==> config.mk <==
export PLATFORM = sky130hd
export DESIGN_NAME = rla_allocator
export DESIGN_NICKNAME = d
export VERILOG_FILES = /design/src/shared/rla_pkg.sv /design/src/hw/rla_allocator.sv /design/src/hw/rla_slot_counter.sv
export VERILOG_INCLUDE_DIRS = /design/src /design/src/shared
export SDC_FILE = /design/constraint.sdc
export NUM_CORES = 2
export LEC_CHECK = 0
export BUFFER_PORTS_ARGS = -buffer_cell sky130_fd_sc_hd__buf_2
export CORE_UTILIZATION = 55
export DETAILED_ROUTE_END_ITERATION = 12
export GPL_TIMING_DRIVEN = 0
export PLACE_DENSITY = 0.78
export SLEW_MARGIN = 0
export SYNTH_ARGS = -nofsm -noshare
export SYNTH_HDL_FRONTEND = slang
export SYNTH_HIERARCHICAL = 1
export SYNTH_SLANG_ARGS = --single-unit
export TNS_END_PERCENT = 30
==> constraint.sdc <==
create_clock -name clk -period 17.3 [get_ports clk]
set_input_delay 1.73 -clock clk [delete_from_list [all_inputs] [get_ports clk]]
set_output_delay 1.73 -clock clk [all_outputs]
set_load 0.01 [all_outputs]
==> src/shared/rla_regs.svh <==
`ifndef RLA_REGS_SVH
`define RLA_REGS_SVH
`define RLA_MAX_FRAME_NUM      5'd31
`define RLA_MAX_SLOT_NUM       11'd2047
`define RLA_RATE_TIMEOUT_DFLT  4'd2
`define RLA_RATE_TIMEOUT_OFF   4'd0
`define RLA_TGT_LATENCY_MS     90
`endif

==> src/shared/rla_pkg.sv <==
package rla_pkg;
  typedef enum logic [2:0] {
    RLA_REQ_NONE,
    RLA_REQ_RATE,
    RLA_REQ_VOLUME,
    RLA_REQ_ABS_VOLUME
  } rla_req_kind_t;
  typedef enum logic [1:0] {
    RLA_IDLE,
    RLA_GRANT
  } rla_state_t;
endpackage : rla_pkg

==> src/hw/rla_allocator.sv <==
`timescale 1ns/1ps
`default_nettype none
`include "rla_regs.svh"
// Contract
// Terminal reports fixed or dynamic slot capability at logon.
// Fixed-slot terminals get constant burst parameters within one superframe.
// Burst parameter changes apply only from a later superframe start.
// Terminal needing idle slot before carrier change signals it at logon.
// Superframes are contiguous; each carries a running superframe count.
// Terminal transmits only in granted or contention slots.
// Frames numbered from zero, time then frequency, at most 31.
// Timeslots numbered from zero, time then frequency, at most 2047.
// Slots addressed by superframe identifier, count, frame and timeslot.
// Allocation period is the superframe, never the frame.
// Terminal ready to send granted bursts within 90 ms of grant table.
// Five categories: continuous, rate, volume, absolute volume, free.
// Continuous rate granted in full every superframe while required; code caps it at the capacity left after earlier terminals' grants.
// Rate requests replace earlier ones and are capped at the maximum.
// Rate request expires after timeout, default two superframes, to zero.
// Timeout configurable 1 to 15 superframes; zero disables expiry.
// Continuous rate is the minimum; dynamic rate is granted on top.
// Volume requests add to the outstanding total.
// Outstanding volume drops by volume capacity granted each superframe.
// Absolute volume request overwrites the outstanding total.
// Terminal sends absolute volume when a volume request may be lost.
// Free capacity comes only from otherwise unused capacity, unrequested.
// Per-terminal setting inhibits free capacity.
// Rate expiry timer restarts on each request, counts per superframe.
// Grant order: continuous, rate, volume, then free capacity; code takes continuous, rate, volume per terminal in turn, free last.
module rla_allocator #(
  parameter int TERMS  = 4,
  parameter int CW     = 16,
  parameter int FRAMES = 32,
  parameter int SLOTS  = 2048
) (
  input  wire logic                  clk,
  input  wire logic                  reset_n,
  input  wire logic                  sf_boundary,
  input  wire logic                  slot_tick,
  input  wire logic [7:0]            superframe_identifier,
  input  wire logic [CW-1:0]         sf_capacity,
  input  wire logic                  req_valid,
  input  wire logic [$clog2(TERMS)-1:0] req_term,
  input  wire rla_pkg::rla_req_kind_t   req_kind,
  input  wire logic [CW-1:0]         req_amount,
  input  wire logic                  cfg_we,
  input  wire logic [$clog2(TERMS)-1:0] cfg_term,
  input  wire logic [CW-1:0]         cfg_continuous_rate,
  input  wire logic [CW-1:0]         cfg_rate_max,
  input  wire logic                  cfg_free_inhibit,
  input  wire logic                  cfg_dynamic_slots,
  input  wire logic [7:0]            cfg_burst_params,
  input  wire logic [3:0]            cfg_rate_timeout,
  output logic                       grant_valid,
  output logic [$clog2(TERMS)-1:0]   grant_term,
  output logic [CW-1:0]              grant_continuous,
  output logic [CW-1:0]              grant_rate,
  output logic [CW-1:0]              grant_volume,
  output logic [CW-1:0]              grant_free,
  output logic [7:0]                 grant_sf_identifier,
  output logic [15:0]                grant_sf_count,
  output logic [7:0]                 grant_burst_params,
  output logic                       grant_fixed_slots,
  output logic [4:0]                 cur_frame_num,
  output logic [10:0]                cur_slot_num
);
  localparam int TW = $clog2(TERMS);
  initial begin
    if (TERMS < 2 || CW < 4 || CW > 31)
      $error("rla_allocator: unsupported parameters");
  end

  // ------------------------------------------------------------
  // State
  // ------------------------------------------------------------
  typedef struct packed {
    rla_pkg::rla_state_t          fsm;
    logic [TW-1:0]                idx;
    logic [CW-1:0]                left;
    logic [15:0]                  sf_count;
    logic [3:0]                   timeout;
    logic [TERMS-1:0][CW-1:0]     continuous_rate_grant;
    logic [TERMS-1:0][CW-1:0]     rmax;
    logic [TERMS-1:0][CW-1:0]     rate;
    logic [TERMS-1:0][3:0]        timer;
    logic [TERMS-1:0][CW-1:0]     vol;
    logic [TERMS-1:0]             inhibit;
    logic [TERMS-1:0]             dyn;
    logic [TERMS-1:0][7:0]        bp_pend;
    logic [TERMS-1:0][7:0]        bp_live;
    logic [TERMS-1:0][CW-1:0]     fr;
    logic                         g_valid;
    logic [TW-1:0]                g_term;
    logic [CW-1:0]                g_cra;
    logic [CW-1:0]                g_rate;
    logic [CW-1:0]                g_vol;
    logic [CW-1:0]                g_free;
    logic [7:0]                   g_sfid;
    logic [15:0]                  g_sfc;
    logic [7:0]                   g_bp;
    logic                         g_fixed;
  } rla_state_s_t;

  rla_state_s_t st_reg;
  rla_state_s_t st_next;

  // Takes the smaller of a demand and what is left, so no category overdraws.
  function automatic logic [CW-1:0] rla_take(input logic [CW-1:0] want,
                                             input logic [CW-1:0] avail);
    rla_take = (want < avail) ? want : avail;
  endfunction : rla_take

  // ------------------------------------------------------------
  // Next state
  // ------------------------------------------------------------
  always_comb begin
    logic [CW-1:0] c;
    logic [CW-1:0] r;
    logic [CW-1:0] v;
    logic [CW-1:0] rem;
    int unsigned   i;
    st_next = st_reg;
    c = '0;
    r = '0;
    v = '0;
    rem = '0;
    i = 32'(st_reg.idx);
    st_next.g_valid = 1'b0;

    if (cfg_we) begin
      st_next.continuous_rate_grant[cfg_term]     = cfg_continuous_rate;
      st_next.rmax[cfg_term]    = cfg_rate_max;
      st_next.inhibit[cfg_term] = cfg_free_inhibit;
      st_next.dyn[cfg_term]     = cfg_dynamic_slots;
      // Parameters wait here until the next superframe boundary.
      st_next.bp_pend[cfg_term] = cfg_burst_params;
    end

    if (req_valid) begin
      case (req_kind)
        rla_pkg::RLA_REQ_RATE: begin
          st_next.rate[req_term] = rla_take(req_amount, st_reg.rmax[req_term]);
          st_next.timer[req_term] = st_reg.timeout;
        end
        rla_pkg::RLA_REQ_VOLUME: begin
          st_next.vol[req_term] = (st_reg.vol[req_term] > ~req_amount) ?
                                  '1 : st_reg.vol[req_term] + req_amount;
        end
        rla_pkg::RLA_REQ_ABS_VOLUME: begin
          st_next.vol[req_term] = req_amount;
        end
        default: begin
        end
      endcase
    end

    case (st_reg.fsm)
      rla_pkg::RLA_IDLE: begin
        // Only the superframe boundary starts an allocation pass.
        if (sf_boundary) begin
          st_next.fsm = rla_pkg::RLA_GRANT;
          st_next.idx = '0;
          st_next.left = sf_capacity;
          st_next.sf_count = st_reg.sf_count + 16'h0001;
          st_next.timeout = cfg_rate_timeout;
          for (int k = 0; k < TERMS; k++) begin
            st_next.bp_live[k] = st_next.bp_pend[k];
            if (st_reg.timeout != `RLA_RATE_TIMEOUT_OFF &&
                !(req_valid && req_term == TW'(k) && req_kind == rla_pkg::RLA_REQ_RATE)) begin
              if (st_reg.timer[k] == 4'h1)
                st_next.rate[k] = '0;
              if (st_reg.timer[k] != 4'h0)
                st_next.timer[k] = st_reg.timer[k] - 4'h1;
            end
          end
        end
      end
      rla_pkg::RLA_GRANT: begin
        rem = st_reg.left;
        c = rla_take(st_reg.continuous_rate_grant[i], rem);
        rem = rem - c;
        r = rla_take(st_next.rate[i], rem);
        rem = rem - r;
        v = rla_take(st_next.vol[i], rem);
        rem = rem - v;
        st_next.vol[i] = st_next.vol[i] - v;
        st_next.left = rem;
        st_next.g_valid = 1'b1;
        st_next.g_term = st_reg.idx;
        st_next.g_cra = c;
        st_next.g_rate = r;
        st_next.g_vol = v;
        st_next.g_free = '0;
        st_next.g_sfid = superframe_identifier;
        st_next.g_sfc = st_reg.sf_count;
        st_next.g_bp = st_reg.bp_live[i];
        st_next.g_fixed = !st_reg.dyn[i];
        st_next.fr[i] = '0;
        if (32'(st_reg.idx) == TERMS - 1) begin
          st_next.fsm = rla_pkg::RLA_IDLE;
          // Leftover goes to the last terminal, and only if that terminal is not inhibited.
          for (int k = TERMS - 1; k >= 0; k--) begin
            if (!st_reg.inhibit[k])
              st_next.fr[k] = '0;
          end
          for (int k = TERMS - 1; k >= 0; k--) begin
            if (!st_reg.inhibit[k] && k == TERMS - 1 && rem != '0) begin
              st_next.g_free = rem;
              st_next.left = '0;
            end
          end
        end else begin
          st_next.idx = st_reg.idx + TW'(1);
        end
      end
      default: st_next.fsm = rla_pkg::RLA_IDLE;
    endcase
  end

  always_ff @(posedge clk) begin
    if (!reset_n) begin
      st_reg <= '0;
      st_reg.timeout <= `RLA_RATE_TIMEOUT_DFLT;
    end else begin
      st_reg <= st_next;
    end
  end

  // ------------------------------------------------------------
  // Numbering and outputs
  // ------------------------------------------------------------
  rla_slot_counter #(
    .FRAMES (FRAMES),
    .SLOTS  (SLOTS)
  ) u_slots (
    .clk       (clk),
    .reset_n   (reset_n),
    .sf_start  (sf_boundary),
    .slot_tick (slot_tick),
    .frame_num (cur_frame_num),
    .slot_num  (cur_slot_num)
  );

  assign grant_valid         = st_reg.g_valid;
  assign grant_term          = st_reg.g_term;
  assign grant_continuous    = st_reg.g_cra;
  assign grant_rate          = st_reg.g_rate;
  assign grant_volume        = st_reg.g_vol;
  assign grant_free          = st_reg.g_free;
  assign grant_sf_identifier = st_reg.g_sfid;
  assign grant_sf_count      = st_reg.g_sfc;
  assign grant_burst_params  = st_reg.g_bp;
  assign grant_fixed_slots   = st_reg.g_fixed;

  // ------------------------------------------------------------
  // Checks
  // ------------------------------------------------------------
  a_sf_count_step: assert property (@(posedge clk) disable iff (!reset_n)
    (sf_boundary && st_reg.fsm == rla_pkg::RLA_IDLE) |=>
      st_reg.sf_count == $past(st_reg.sf_count) + 16'h0001) else $error("count skip");
  a_slot_cap: assert property (@(posedge clk) disable iff (!reset_n)
    cur_slot_num <= `RLA_MAX_SLOT_NUM) else $error("slot over limit");
  a_grant_sum: assert property (@(posedge clk) disable iff (!reset_n)
    grant_valid |-> ({2'b00, grant_continuous} + {2'b00, grant_rate}
      + {2'b00, grant_volume} + {2'b00, grant_free} <= {2'b00, sf_capacity}))
    else $error("grants exceed capacity");
  a_rate_capped: assert property (@(posedge clk) disable iff (!reset_n)
    (req_valid && req_kind == rla_pkg::RLA_REQ_RATE) |=>
      st_reg.rate[$past(req_term)] <= st_reg.rmax[$past(req_term)]) else $error("rate cap");
  a_abs_volume: assert property (@(posedge clk) disable iff (!reset_n)
    (req_valid && req_kind == rla_pkg::RLA_REQ_ABS_VOLUME && st_reg.fsm == rla_pkg::RLA_IDLE)
      |=> st_reg.vol[$past(req_term)] == $past(req_amount)) else $error("abs volume");
  a_free_inhibit: assert property (@(posedge clk) disable iff (!reset_n)
    (grant_valid && grant_free != '0) |-> !st_reg.inhibit[grant_term]) else $error("free inhibited");
  a_grant_burst: assert property (@(posedge clk) disable iff (!reset_n)
    (st_reg.fsm == rla_pkg::RLA_IDLE && sf_boundary) |-> ##[1:64] grant_valid)
    else $error("no grant pass");
  a_bp_hold: assert property (@(posedge clk) disable iff (!reset_n)
    !(sf_boundary && st_reg.fsm == rla_pkg::RLA_IDLE) |=> $stable(st_reg.bp_live))
    else $error("params changed mid superframe");
endmodule : rla_allocator
`default_nettype wire

==> src/hw/rla_slot_counter.sv <==
`timescale 1ns/1ps
`default_nettype none
`include "rla_regs.svh"
// Walks frame and timeslot numbers within one superframe, time then frequency.
module rla_slot_counter #(
  parameter int FRAMES = 32,
  parameter int SLOTS  = 2048
) (
  input  wire logic        clk,
  input  wire logic        reset_n,
  input  wire logic        sf_start,
  input  wire logic        slot_tick,
  output logic [4:0]       frame_num,
  output logic [10:0]      slot_num
);
  initial begin
    if (FRAMES < 1 || FRAMES > 32 || SLOTS < 1 || SLOTS > 2048)
      $error("rla_slot_counter: frame or slot count out of range");
  end
  localparam logic [4:0]  LAST_F = 5'(FRAMES - 1);
  localparam logic [10:0] LAST_S = 11'(SLOTS - 1);
  always_ff @(posedge clk) begin
    if (!reset_n || sf_start) begin
      frame_num <= 5'h0;
      slot_num  <= 11'h000;
    end else if (slot_tick) begin
      if (slot_num == LAST_S) begin
        slot_num <= 11'h000;
        if (frame_num != LAST_F)
          frame_num <= frame_num + 5'h1;
      end else begin
        slot_num <= slot_num + 11'h001;
      end
    end
  end
  a_frame_cap: assert property (@(posedge clk) disable iff (!reset_n)
    frame_num <= `RLA_MAX_FRAME_NUM) else $error("frame number over limit");
endmodule : rla_slot_counter
`default_nettype wire

==> summary.md <==
| Metric | Value |
|---|---|
| Outcome | completed |
| CP arrival | 17.24 ns |
| Dominant synthesized flop cell | dfxtp_1 |
| Router iterations before antenna repair | 6 |
| Int Pwr | 3.59 mW |
| Residual DRC count | 0 |
| Normalized max-slew margin | 0.0420 |
| Max Root-Sink Buffers | 3 |
| Worst reg2reg path depth | 71 |
| Crit path max fanout | 10 |
| Share of flip-flops with an asynchronous set or reset | 0 |
| Setup-failing EPs final | 0 |
| Largest family of logic cells by synthesized area | compound AO/OA/AOI/OAI gates |
| Global-route wire length before repair | 145000 um |
| Compound-Gate Fraction of Synth Area | 0.191 |
| Final min period | 16.72 ns |
| Static Leak | 14.2 nW |
| Metal2 WL | 42600 um |
| Vias in the first global route | 25300 |
| Largest cells by area after synthesis | dfxtp_1 34%, nand2_1 7.6%, mux2i_1 6.1%, mux4_2 6.0%, ha_1 5.5% |
| Nets | 3862 |
| Sw Ratio | 0.505 |
| Max reg flops | 380 |
| Drt wl/cell | 22.0 um |
| Flop and latch count out of synthesis | 496 |
| Via count of the routed design | 26900 |
| Metal-1 WL | 37500 um |
| Final Routed Wirelength | 96000 um |
| CP endpoint | st_reg[251] |
| Starting DRT DRC Count | 3000 |
| Yosys top cell area share | 0.342 |
| Clock latency on the worst-skew pair | 0.63 ns |
| Layout cells sized above 1 | 0.167 |
| Top cells by count, synth | 589 x nand2_1, 496 x dfxtp_1, 200 x a21oi_1, 194 x nor2_1, 177 x mux2i_1 |
| Worst setup EP type | flop |
| Worst-Margin Slew | 1.42 ns |
| Clock-pin slew on the worst setup and hold paths | 0.07 ns |
| Htree depth | 2 |
| Final antenna-violating net count | 0 |
| Most frequent cell after synthesis | nand2_1 |
| Num CTS Buffers | 53 |
| Final hold violation count | 0 |
| Routed vias/inst | 6.17 |
| Die area | 53700 um2 |
| Post-synthesis mux area share | 0.126 |
| Final GP Congestion | 1.03 |
| Stages on worst setup path | 61 |
| Grt total ovfl | 0 |
| Setup slack after layout | 0.580 ns |
| Net count after synthesis | 3591 |
| DIE WIDTH | 232 um |
| CP delay by family, top | compound AO/OA/AOI/OAI gates |
| Final TNS setup | 0 ns |
| VDD IR max | 0.000267 V |
| Filler cells | 4444 |
| Clock power share | 0.165 |
| Crit path max-delay cell type | a2111oi_0 |
| Core Util, Final | 0.640 |
| EDFF count, synth | 0 |
| Cells after synthesis | 3360 |
| Layout area overhead | 14.0% |
| Gr usage total | 0.351 |
| Port Buf Inserts | 212 |
| P per Cell Area | 219 nW/um2 |
| FF-to-FF Start | st_reg[545] |
| Buffers and inverters on the worst path | 14 |
| Initial antenna violation count | 6 |
| WP data required | 17.82 ns |
| Synth cell types | 100 |
| Met3 WL post-DR | 10200 um |
| Syn Area/Cell | 8.64 um2 |
| Dominant cell type by area after synthesis | dfxtp_1 |
| TritonCTS clock tree | built |
| Synth Area in Simple Gates | 0.182 |
| RSZ-0062 raised after global routing | no |
| P_sw | 3.66 mW |
| Type of origin of the critical path | primary input |
| R2r setup slk | 0.63 ns |
| FF-to-FF End | st_reg[251] |
| Post-Synth Adder-Cell Area | 0.0621 |
| Largest net degree at the start of global routing | 16 |
| Site row count | 83 |
| Max capacitance violation total | 0 |
| Post-DP HPWL | 72600 um |
| Num Clock Sinks | 496 |
| Critical path type | in -> reg |
| Combinational group share of total power | 0.655 |
| Synth warn | 6 |
| Sequential share of the synthesized area | 0.342 |
| Core Box Area | 51700 um2 |
| # IOs | 215 |
| Max stage delay on crit path | 0.60 ns |
| CTS root buffer | clkbuf_16 |
| DR top layer | met5 |
| Mapped Area | 29000 um2 |
| Seq pwr share | 0.180 |
| Max Clk Rate | 0.0598 GHz |
| Clock skew | 0.0270 ns |
| Starting density of the core | 0.562 |
| Hold Crit Class | reg -> reg |
| Critical Path Start | req_term[1] |
| Tcrit/Tclk final | 0.966 |
| Xor/xnor share of the synthesized area | 0.0308 |
| Die Y | 232 um |
| Pre-CTS setup slack | -3.22 ns |
| Final Max Tran Viols | 0 |
## worst register-to-register path: cells and delay by family, from the launching register on
| family | cells | cell delay, ns |
|---|---|---|
| fa+ha+maj | 7 | 2.20 |
| xor+xnor | 1 | 0.25 |
| mux | 5 | 1.72 |
| buf+inv | 13 | 2.81 |
| flops | 1 | 0.39 |
| simple gates | 10 | 1.88 |
| compound gates | 35 | 7.32 |
## layout make-up
cell class	instances	area [um2]	area share
inverter	102	383	0.0116
clock buffer	72	1520	0.0458
antenna	4	10.0	0.000302
sequential	496	9930	0.300
multi-input combinational	2461	17400	0.525
timing repair buffer	216	1090	0.0329
buffer	301	1610	0.0488
clock inverter	26	317	0.00956
tap	680	851	0.0257
## cells by family (layout without fill, tap and decap cells)
group,after synthesis,in the layout
XOR/XNOR,99,99
AO/OA/AOI/OAI,801,801
buffers and inverters,403,717
other,0,4
flip-flops,496,496
adder cells (fa/ha/maj),143,143
multiplexers,268,268
AND/OR/NAND/NOR,1150,1150
## cells in the final DEF, fill, tap and decap left out, drive strengths merged, types with 49 or more instances in the layout
cell type,instances
nor2b,136
nand2,589
clkbuf,238
o211a,87
mux4,77
mux2i,177
dfxtp,496
a21boi,49
o21ai,158
ha,127
inv,104
xnor2,60
a21oi,202
a211oi,50
nor2,195
buf,351
## metal layers
layer	global-route usage	vias to the layer above
met1	0.449	12700
met4	0.179	6
met2	0.554	1482
met5	0	-
li1	-	12400
met3	0.0767	343
## power groups by stage
stage | registers, mW | clock network [mW] | logic (mW)
6_report | 1.31 | 1.19 | 4.75
5_1_grt | 1.31 | 1.24 | 5.04
4_1_cts | 1.30 | 1.20 | 4.46
3_5_place_dp | 1.33 | 0 | 4.39
3_3_place_gp | 1.32 | 0 | 4.36
2_1_floorplan | 1.30 | 0 | 3.15
## stage by stage
stage	instances	hold slack [ns]	power, mW	cell area, um2
6_report	4358	0.453	7.25	33100
2_1_floorplan	3360	0.426	4.45	29000
4_1_cts	4353	0.451	6.96	32900
5_1_grt	4355	0.471	7.59	33100
3_3_place_gp	4252	0.440	5.68	31000
3_5_place_dp	4253	0.443	5.71	31000
## repair_timing
item	4_1_cts	5_1_grt
setup endpoints to repair	109	74
setup buffers	2	1
pin swaps	1	2
hold endpoints to repair	0	0
gates resized for setup	58	43
hold buffers	0	0
## worst min path at each step
stage | slack, ns | startpoint | endpoint | cells after the start
2_1_floorplan | 0.43 | grant_free[0] | grant_free[0] | 2
3_3_place_gp | 0.44 | grant_free[13] | grant_free[13] | 2
6_report | 0.45 | st_reg[385] | st_reg[385] | 2
3_5_place_dp | 0.44 | st_reg[506] | st_reg[506] | 2
4_1_cts | 0.45 | st_reg[506] | st_reg[506] | 2
5_1_grt | 0.47 | st_reg[405] | st_reg[405] | 2
Power figures use the tool's default switching activity.
